`src/rtl/mprc_pkg.sv`:
```
/*
 * Constants and types shared by the MAC/PHY reset control block.
 * Assumes a single 125 MHz system clock and a register port driven
 * by an SPI command decoder that lives outside this block.
 */
`default_nettype none

package mprc_pkg;

    // Clock rate and timing figures.
    localparam int CLK_MHZ        = 125;
    localparam int PHY_SETTLE_US  = 50;
    localparam int PHY_SETTLE_CYC = PHY_SETTLE_US * CLK_MHZ;
    // Longest reset-pin glitch that is ignored; rounded up to cycles.
    localparam int RST_GLITCH_NS  = 200;
    localparam int RST_GLITCH_CYC = (RST_GLITCH_NS * CLK_MHZ + 999) / 1000;
    localparam int PHY_RST_CYC    = 256;
    localparam int SYS_CMD_CYC    = 16;
    localparam int STRAP_WAIT_CYC = 3;
    localparam int CNT_W          = 16;

    // Register selection on the register port.
    localparam logic REG_SEL_MAIN_CTRL = 1'b0;
    localparam logic REG_SEL_PHY_CTRL  = 1'b1;

    // Ethernet main control field positions.
    localparam int MC_TX_RESET   = 7;
    localparam int MC_RX_RESET   = 6;
    localparam int MC_TX_REQUEST = 3;
    localparam int MC_RX_ENABLE  = 2;
    localparam logic [7:0] MAIN_CTRL_RST = 8'h00;

    // Primary PHY control field positions.
    localparam int PC_SOFT_RESET = 15;
    localparam int PC_LOOPBACK   = 14;
    localparam int PC_POWER_DOWN = 11;
    localparam int PC_DUPLEX     = 8;
    localparam logic [15:0] PHY_CTRL_RST   = 16'h0000;
    // Stored bits: loopback, power-down, reserved 10, duplex, reserved 7.
    localparam logic [15:0] PHY_CTRL_WMASK = 16'h4D80;

    typedef enum logic [2:0] {
        SR_RUN  = 3'b001,
        SR_PIN  = 3'b010,
        SR_CMD  = 3'b100
    } mprc_sysrst_t;

endpackage

`default_nettype wire

```
`src/rtl/mprc_reset_ctrl.sv`:
```
/*
 * MAC/PHY reset control: system, transmit-only, receive-only and PHY
 * soft reset, with the main control and primary PHY control registers.
 * Assumes an SPI decoder outside drives the register port and the
 * system reset command pulse, and that rst is the power-on reset.
 */
// Functional notes
// Power-on reset loads every register default; packet buffer left undefined.
// System reset holds while the external reset pin stays low.
// Low pulses on the reset pin up to the glitch time are ignored.
// The SPI system reset command performs a full system reset.
// No internal reset ever drives the reset pin; it is input only.
// System reset restores register defaults and keeps buffer contents.
// Host waits 50 us after system reset before any PHY access.
// System reset also applies the transmit-only and receive-only resets.
// Setting transmit reset mid-transmission aborts it and clears request.
// Transmit reset touches only the transmit logic.
// Host clears transmit reset to resume transmitting.
// Setting receive reset clears receive enable and aborts any frame.
// Receive reset touches only receive logic; host clears it to resume.
// PHY soft reset returns all PHY control bits to defaults.
// PHY soft reset bit reads one until the delay ends, then self-clears.
// Host polls PHY soft reset bit and waits until it reads zero.
// Loopback returns transmit data to receive and disables twisted pair.
// Power-down bit shuts the PHY down; zero means normal operation.
// Duplex bit selects full or half duplex; reset value from LED strap.
// Reserved bits written zero by host; unimplemented bits read zero.
// Reset pin release is synchronised before internal logic leaves reset.
`timescale 1ns/100ps
`default_nettype none

module mprc_reset_ctrl
    import mprc_pkg::*;
#(
    parameter int SETTLE_CYC = PHY_SETTLE_CYC,
    parameter int PHY_SOFT_RESET_BIT_CYC   = PHY_RST_CYC,
    parameter int CMD_CYC    = SYS_CMD_CYC,
    parameter int FILT_CYC   = RST_GLITCH_CYC
) (
    input  wire logic        sys_clk,
    input  wire logic        rst,
    input  wire logic        reset_pin_n,
    input  wire logic        second_led_pin,
    input  wire logic        sys_reset_cmd,
    input  wire logic        reg_wr,
    input  wire logic        reg_rd,
    input  wire logic        reg_sel,
    input  wire logic [15:0] reg_wdata,
    input  wire logic        tx_busy,
    input  wire logic        tx_done,
    input  wire logic        rx_busy,
    output var  logic [15:0] reg_rdata,
    output var  logic [7:0]  main_ctrl,
    output var  logic        sys_reset_active,
    output var  logic        tx_reset,
    output var  logic        rx_reset,
    output var  logic        tx_abort,
    output var  logic        rx_abort,
    output var  logic        phy_reset,
    output var  logic        phy_loopback,
    output var  logic        phy_power_down,
    output var  logic        phy_full_duplex,
    output var  logic        tp_disable,
    output var  logic        phy_access_ok
);

    typedef struct packed {
        mprc_sysrst_t     sr;
        logic             sr_act;
        logic [CNT_W-1:0] sr_cnt;
        logic [CNT_W-1:0] settle_cnt;
        logic             settle_ok;
        logic [2:0]       led_sync;
        logic [1:0]       strap_cnt;
        logic             strap_done;
        logic             strap_val;
        logic [7:0]       mc;
        logic [15:0]      pc;
        logic             phy_soft_reset_bit;
        logic [CNT_W-1:0] phy_soft_reset_bit_cnt;
        logic [15:0]      rdata;
        logic             tx_rst;
        logic             rx_rst;
        logic             tx_abt;
        logic             rx_abt;
        logic             phy_rst;
        logic             tp_dis;
    } mprc_state_t;

    mprc_state_t s_reg;
    mprc_state_t s_next;
    logic        pin_low;

    // Only the pin input is observed; no output exists toward the pin.
    mprc_rst_filter #(
        .FILT_CYC (FILT_CYC)
    ) u_filter (
        .sys_clk  (sys_clk),
        .rst      (rst),
        .pin_n    (reset_pin_n),
        .pin_low  (pin_low)
    );

    // PHY control defaults, with duplex taken from the captured strap.
    function automatic logic [15:0] phy_default(input logic strap);
        logic [15:0] v;
        v = PHY_CTRL_RST;
        v[PC_DUPLEX] = strap;
        return v;
    endfunction

    // Register port decode, shared by the write and read paths.
    function automatic logic is_main_sel(input logic sel);
        return sel == REG_SEL_MAIN_CTRL;
    endfunction

    // PHY control readback: soft reset flag live, unimplemented bits zero.
    function automatic logic [15:0] phy_readback(input logic [15:0] pc,
                                                 input logic        busy);
        logic [15:0] v;
        v = pc & PHY_CTRL_WMASK;
        v[PC_SOFT_RESET] = busy;
        return v;
    endfunction

    // True on the last cycle of a count of n cycles started at zero.
    function automatic logic cnt_last(input logic [CNT_W-1:0] c,
                                      input int               n);
        return c == CNT_W'(n - 1);
    endfunction

    always_comb begin
        logic [7:0]  mc_w;
        logic        in_rst;
        mc_w   = '0;
        in_rst = 1'b0;
        s_next = s_reg;
        // Abort pulses last one cycle; the engines act on the pulse alone.
        s_next.tx_abt = 1'b0;
        s_next.rx_abt = 1'b0;

        // Strap sampling starts only once the synchroniser has filled.
        s_next.led_sync = {s_reg.led_sync[1:0], second_led_pin};
        if (!s_reg.strap_done) begin
            if (s_reg.strap_cnt != 2'(STRAP_WAIT_CYC)) begin
                s_next.strap_cnt = s_reg.strap_cnt + 2'h1;
            end else if (s_reg.led_sync[1] == s_reg.led_sync[2]) begin
                s_next.strap_done = 1'b1;
                s_next.strap_val  = s_reg.led_sync[2];
                s_next.pc         = phy_default(s_reg.led_sync[2]);
            end
        end

        case (s_reg.sr)
            SR_RUN: begin
                if (pin_low) begin
                    s_next.sr = SR_PIN;
                end else if (sys_reset_cmd) begin
                    s_next.sr     = SR_CMD;
                    s_next.sr_cnt = '0;
                end
            end
            SR_PIN: begin
                if (!pin_low) begin
                    s_next.sr = SR_RUN;
                end
            end
            SR_CMD: begin
                s_next.sr_cnt = s_reg.sr_cnt + CNT_W'(1);
                // A pin reset arriving now takes over and lasts with the pin.
                if (pin_low) begin
                    s_next.sr = SR_PIN;
                end else if (cnt_last(s_reg.sr_cnt, CMD_CYC)) begin
                    s_next.sr = SR_RUN;
                end
            end
            default: begin
                s_next.sr = SR_RUN;
            end
        endcase
        // Outputs follow the next state, so resets show the cycle they start.
        in_rst = (s_next.sr != SR_RUN);

        if (in_rst) begin
            // Packet buffer is outside this block and is never touched.
            // Host writes are dropped here, since every register is held.
            s_next.mc         = MAIN_CTRL_RST;
            // The strap captured this cycle is used, so that a reset
            // overlapping the capture still leaves the strapped duplex.
            s_next.pc         = phy_default(s_next.strap_val);
            s_next.phy_soft_reset_bit       = 1'b0;
            s_next.phy_soft_reset_bit_cnt   = '0;
            s_next.settle_cnt = '0;
            s_next.settle_ok  = 1'b0;
        end else begin
            // Gives the host a visible end to the PHY settling window.
            if (!s_reg.settle_ok) begin
                s_next.settle_cnt = s_reg.settle_cnt + CNT_W'(1);
                if (cnt_last(s_reg.settle_cnt, SETTLE_CYC)) begin
                    s_next.settle_ok = 1'b1;
                end
            end

            // A host write in the same cycle as the end of a frame wins below.
            if (tx_done) begin
                s_next.mc[MC_TX_REQUEST] = 1'b0;
            end

            if (reg_wr && is_main_sel(reg_sel)) begin
                mc_w = reg_wdata[7:0];
                if (mc_w[MC_TX_RESET] && tx_busy) begin
                    mc_w[MC_TX_REQUEST] = 1'b0;
                    s_next.tx_abt       = 1'b1;
                end
                if (mc_w[MC_TX_RESET]) begin
                    mc_w[MC_TX_REQUEST] = 1'b0;
                end
                // Receive enable is forced low on every receive reset write.
                if (mc_w[MC_RX_RESET]) begin
                    mc_w[MC_RX_ENABLE] = 1'b0;
                    s_next.rx_abt      = rx_busy;
                end
                // Other fields are stored as written either way.
                s_next.mc = mc_w;
            end

            // A write arriving while the soft reset runs is dropped, not kept.
            if (s_reg.phy_soft_reset_bit) begin
                s_next.phy_soft_reset_bit_cnt = s_reg.phy_soft_reset_bit_cnt + CNT_W'(1);
                if (cnt_last(s_reg.phy_soft_reset_bit_cnt, PHY_SOFT_RESET_BIT_CYC)) begin
                    s_next.phy_soft_reset_bit = 1'b0;
                end
            end else if (reg_wr && reg_sel == REG_SEL_PHY_CTRL) begin
                if (reg_wdata[PC_SOFT_RESET]) begin
                    s_next.phy_soft_reset_bit     = 1'b1;
                    s_next.phy_soft_reset_bit_cnt = '0;
                    s_next.pc       = phy_default(s_reg.strap_val);
                end else begin
                    s_next.pc = reg_wdata & PHY_CTRL_WMASK;
                end
            end
        end

        // Reads return the state as it stood when the read was taken.
        if (reg_rd) begin
            if (is_main_sel(reg_sel)) begin
                s_next.rdata = {8'h00, s_reg.mc};
            end else begin
                s_next.rdata = phy_readback(s_reg.pc, s_reg.phy_soft_reset_bit);
            end
        end

        s_next.tx_rst  = in_rst | s_next.mc[MC_TX_RESET];
        s_next.rx_rst  = in_rst | s_next.mc[MC_RX_RESET];
        s_next.sr_act  = in_rst;
        s_next.phy_rst = in_rst | s_next.phy_soft_reset_bit;
        // A PHY held in reset never drives the pair, whatever its bits say.
        s_next.tp_dis  = s_next.pc[PC_LOOPBACK]
                       | s_next.pc[PC_POWER_DOWN]
                       | s_next.phy_rst;
    end

    always_ff @(posedge sys_clk) begin
        if (rst) begin
            // Power-on defaults; buffer memory content is not ours.
            s_reg <= '{sr:         SR_RUN,
                       sr_act:     1'b0,
                       sr_cnt:     '0,
                       settle_cnt: '0,
                       settle_ok:  1'b0,
                       led_sync:   3'h0,
                       strap_cnt:  2'h0,
                       strap_done: 1'b0,
                       strap_val:  1'b0,
                       mc:         MAIN_CTRL_RST,
                       pc:         PHY_CTRL_RST,
                       phy_soft_reset_bit:       1'b0,
                       phy_soft_reset_bit_cnt:   '0,
                       rdata:      16'h0000,
                       tx_rst:     1'b1,
                       rx_rst:     1'b1,
                       tx_abt:     1'b0,
                       rx_abt:     1'b0,
                       phy_rst:    1'b1,
                       tp_dis:     1'b1};
        end else begin
            s_reg <= s_next;
        end
    end

    assign reg_rdata        = s_reg.rdata;
    assign main_ctrl        = s_reg.mc;
    // A registered copy keeps this output straight from a flop.
    assign sys_reset_active = s_reg.sr_act;
    assign tx_reset         = s_reg.tx_rst;
    assign rx_reset         = s_reg.rx_rst;
    assign tx_abort         = s_reg.tx_abt;
    assign rx_abort         = s_reg.rx_abt;
    assign phy_reset        = s_reg.phy_rst;
    assign phy_loopback     = s_reg.pc[PC_LOOPBACK];
    assign phy_power_down   = s_reg.pc[PC_POWER_DOWN];
    assign phy_full_duplex  = s_reg.pc[PC_DUPLEX];
    assign tp_disable       = s_reg.tp_dis;
    assign phy_access_ok    = s_reg.settle_ok;

endmodule // mprc_reset_ctrl

`default_nettype wire

```
`src/rtl/mprc_rst_filter.sv`:
```
/*
 * Reset pin conditioner: three-flop synchroniser and glitch filter.
 * Assumes the pin is asynchronous to sys_clk and idles high.
 */
`timescale 1ns/100ps
`default_nettype none

module mprc_rst_filter
    import mprc_pkg::*;
#(
    parameter int FILT_CYC = RST_GLITCH_CYC
) (
    input  wire logic sys_clk,
    input  wire logic rst,
    input  wire logic pin_n,
    output var  logic pin_low
);

    typedef struct packed {
        logic [2:0]       sync;
        logic [CNT_W-1:0] cnt;
        logic             low;
    } mprc_filt_t;

    mprc_filt_t s_reg;
    mprc_filt_t s_next;

    always_comb begin
        s_next = s_reg;
        // The first stage feeds only the second stage.
        s_next.sync = {s_reg.sync[1:0], pin_n};
        if (s_reg.sync[1] == s_reg.sync[2]) begin
            if (!s_reg.sync[2]) begin
                // Low must outlast the glitch window to count.
                if (s_reg.cnt > CNT_W'(FILT_CYC)) begin
                    s_next.low = 1'b1;
                end else begin
                    s_next.cnt = s_reg.cnt + CNT_W'(1);
                end
            end else begin
                // Release is seen only after synchronisation.
                s_next.cnt = '0;
                s_next.low = 1'b0;
            end
        end
    end

    always_ff @(posedge sys_clk) begin
        if (rst) begin
            s_reg <= '{sync: 3'h7, cnt: '0, low: 1'b0};
        end else begin
            s_reg <= s_next;
        end
    end

    assign pin_low = s_reg.low;

endmodule // mprc_rst_filter

`default_nettype wire

```
`config.mk`:
```
export PLATFORM = sky130hd
export DESIGN_NAME = mprc_reset_ctrl
export DESIGN_NICKNAME = d
export VERILOG_FILES = /design/src/rtl/mprc_pkg.sv /design/src/rtl/mprc_reset_ctrl.sv /design/src/rtl/mprc_rst_filter.sv
export SDC_FILE = /design/constraint.sdc
export NUM_CORES = 1
export LEC_CHECK = 0
export BUFFER_PORTS_ARGS = -buffer_cell sky130_fd_sc_hd__buf_2
export CELL_PAD_IN_SITES_DETAIL_PLACEMENT = 1
export CELL_PAD_IN_SITES_GLOBAL_PLACEMENT = 1
export CORE_MARGIN = 2
export CORE_UTILIZATION = 40
export CTS_BUF_LIST = sky130_fd_sc_hd__clkbuf_4 sky130_fd_sc_hd__clkbuf_8 sky130_fd_sc_hd__clkbuf_16
export DETAILED_ROUTE_END_ITERATION = 6
export GPL_ROUTABILITY_DRIVEN = 0
export GPL_TIMING_DRIVEN = 0
export PLACE_DENSITY = 0.72
export SETUP_SLACK_MARGIN = 0.05
export SLEW_MARGIN = 20
export SYNTH_ARGS = -nofsm -noshare
export SYNTH_HDL_FRONTEND = slang
export SYNTH_SLANG_ARGS = --single-unit
```
`constraint.sdc`:
```
create_clock -name sys_clk -period 5.57 [get_ports sys_clk]
set_clock_uncertainty 0.05 [all_clocks]
set_input_delay 0.8355 -clock sys_clk [delete_from_list [all_inputs] [get_ports sys_clk]]
set_output_delay 0.8355 -clock sys_clk [all_outputs]
set_load 0.02 [all_outputs]
```
==> impl_metrics.tcl <==
set metrics [dict create \
    rows 41 \
    seq_power_share_pct 40.9 \
    vias_per_cell 5.39 \
    ant_nets 0 \
    worstPathArrival_ns 2.60 \
    final.min_clock_period_ns 2.35 \
    cellInternalPower_mw 1.60 \
    diodes 0 \
    stdcell_count 825 \
    switching_share_pct 23.0 \
    crit_slowest_cell "o21ai_1" \
    fmax_mhz 425 \
    register_area_um2 2260 \
    final_common_cell "dfxtp_1" \
    wirelength_um 13800 \
    port_buffers 52 \
    start_util_pct 40.7 \
    clock_latency_ns 0.42 \
    grt_use_met1_pct 26.4 \
    syn_area_um2 5120 \
    hp-class "reg -> reg" \
    grt_pass1_wl_um 22600 \
    async_flop_share_pct 0 \
    timing_worst_slew_pin_value_ns 0.766 \
    multi_input_area_um2 2520 \
    path_cells "ha_1 -> nor4bb_1 -> nand4_1 -> o21ai_1 -> mux2_2" \
    grtUsageTotal_pct 21.6 \
    powerDensity_nw_per_um2 336 \
    use_met3_pct 5.82 \
    maxSlewHeadroom_pct 48.6 \
    dp_hpwl_um 9750 \
    avgRoutedWirePerCell_um 16.7 \
    grt_start_max_net_pins 17 \
    drt_iter0_drc 172 \
    drc_errors 0 \
    avgSynthCellArea_um2 8.99 \
    crit_required_ns 5.82 \
    cts_resized 0 \
    startpoint_type "flop" \
    mostFrequentLayoutCells "dfxtp_1, buf_2, nor3_1" \
    crit_type "reg -> reg" \
    crit_path_max_incr_delay_ns 0.66 \
    grt_pass1_vias 4533 \
    cts.sinks 113 \
    core-area_um2 12600 \
    outcome "finished clean" \
    areaGrowthSynthToFinish_pct 20.8 \
    combPwrFrac_pct 7.5 \
    yosys_warnings 0 \
    finalMaxSlewViolations 0 \
    die_w_um 117 \
    final.setup.tns_ns 0 \
    clockPowerShare_pct 51.7 \
    crit_fanout 9 \
    rsz0062_at_grt "false" \
    vias 4448 \
    fin_crit_sh_pct 42.2 \
    cp_top_family "compound AO/OA/AOI/OAI gates" \
    syn_inst 569 \
    critPathBufInv 0 \
    numCtsBuffers 17 \
    antenna_found_initial 0 \
    largest_reg_flops 59 \
    ys_ff_latch 113 \
    dp.cells 795 \
    drive_gt1_share_pct 20.7 \
    cts_max_path_buffers 2 \
    vdd_drop_max_mv 0.201 \
    end_kind "flop" \
    finish.net_count 677 \
    seq_area_frac_synth_pct 44.2 \
    cts_tree "built" \
    cts.htree.levels 4 \
    p_total_mw 2.07 \
    p_leak_nw 2.32 \
    synth.distinct_cells 59 \
    grt_busiest_layer "met2" \
    synthFlopType "dfxtp_1" \
    whs_ns 0.372 \
    met2_usage_pct 36.8 \
    drtPass1Iterations 4 \
    grt_overflow 0 \
    cts_hold_buffers 0 \
    clockRootBuffer "clkbuf_16" \
    clk_pin_slew_ns 0.05 \
    p_switching_uw 476 \
    io_pins 62 \
    die_y_um 117 \
    setup_violations 0 \
    die-area_um2 13700 \
    maxCapViolations 0 \
    cts_setup_buffers 0 \
    synth_edf_count 0 \
    finalHoldViolCount 0 \
    n_fill_cell 1496 \
]
-- stage by stage --
| step | area, um^2 | worst slack, ns | utilization (%) |
|---|---|---|---|
| 3_3_place_gp | 5600 | 3.03 | 44.5 |
| 4_1_cts | 6180 | 3.18 | 49.2 |
| 5_1_grt | 6180 | 3.04 | 49.2 |
| 6_report | 6180 | 3.22 | 49.2 |
| 3_5_place_dp | 5600 | 3.01 | 44.5 |
| 2_1_floorplan | 5120 | 3.41 | - |
-- logic make-up after synthesis --
group           share of synthesized area [%]
compound gates                           12.1
xor+xnor                                 3.77
fa+ha+maj                                1.96
buf+inv                                  6.63
flops                                    44.2
mux                                      3.52
other cells                            0.0733
simple gates                             27.8
-- power groups by stage --
stage          registers [mW]  clock network (mW)  logic, mW
2_1_floorplan           0.865                   0     0.0987
3_3_place_gp            0.862                   0      0.147
3_5_place_dp            0.864                   0      0.152
4_1_cts                 0.848                1.09      0.156
5_1_grt                 0.851                1.13      0.174
6_report                0.848                1.07      0.155
-- area by class of cell --
type,count,share of cell area (%)
buffer,54,4.88
clock buffer,24,8.14
clock inverter,6,1.30
inverter,10,0.607
multi-input combinational,394,40.8
sequential,113,36.6
tap,172,3.48
timing repair buffer,52,4.21
-- path summary, 6_finish.rpt --
path | start | endpoint | slack [ns] | depth (start not counted)
max | s_reg[87]$_SDFFE_PP0P_ | phy_full_duplex$_SDFF_PP0_ | 3.22 | 5
min | u_filter.s_next[18]$_SDFF_PP1_ | u_filter.s_next[19]$_SDFF_PP1_ | 0.37 | 1
max reg2reg | s_reg[87]$_SDFFE_PP0P_ | phy_full_duplex$_SDFF_PP0_ | 3.22 | 5
min reg2reg | u_filter.s_next[18]$_SDFF_PP1_ | u_filter.s_next[19]$_SDFF_PP1_ | 0.37 | 1
-- metal layers --
metal	part of all wire, %	up-vias
met5	0	-
met4	1.4	0
met3	3.2	14
met2	49	62
met1	46	2186
li1	-	2186
-- cell usage after synthesis (all sizes together), types with 4 or more instances --
cell type / count / area share [%]
and3: 5 / 0.61
nand2b: 15 / 1.8
nor2b: 9 / 1.1
o31ai: 4 / 0.59
or3: 7 / 0.86
and2: 13 / 1.6
o211ai: 6 / 0.88
xor2: 7 / 1.2
dfxtp: 113 / 44
nand4: 12 / 1.5
o21ai: 19 / 1.9
or2: 4 / 0.49
ha: 8 / 2.0
nor3b: 4 / 0.59
a211oi: 7 / 1.2
nand4b: 5 / 1.1
a21oi: 28 / 2.7
xnor2: 15 / 2.6
mux2i: 9 / 1.8
or4: 7 / 1.1
mux2: 8 / 1.8
nor2: 26 / 1.9
nand2: 33 / 2.4
inv: 10 / 0.73
nand3: 21 / 2.1
nor4: 12 / 1.5
o21a: 4 / 0.59
nor3: 51 / 5.0
buf: 34 / 4.4
clkbuf: 20 / 1.5
a31oi: 10 / 1.2
nand3b: 12 / 1.8
Note: power is estimated with default switching activity, not from simulation.
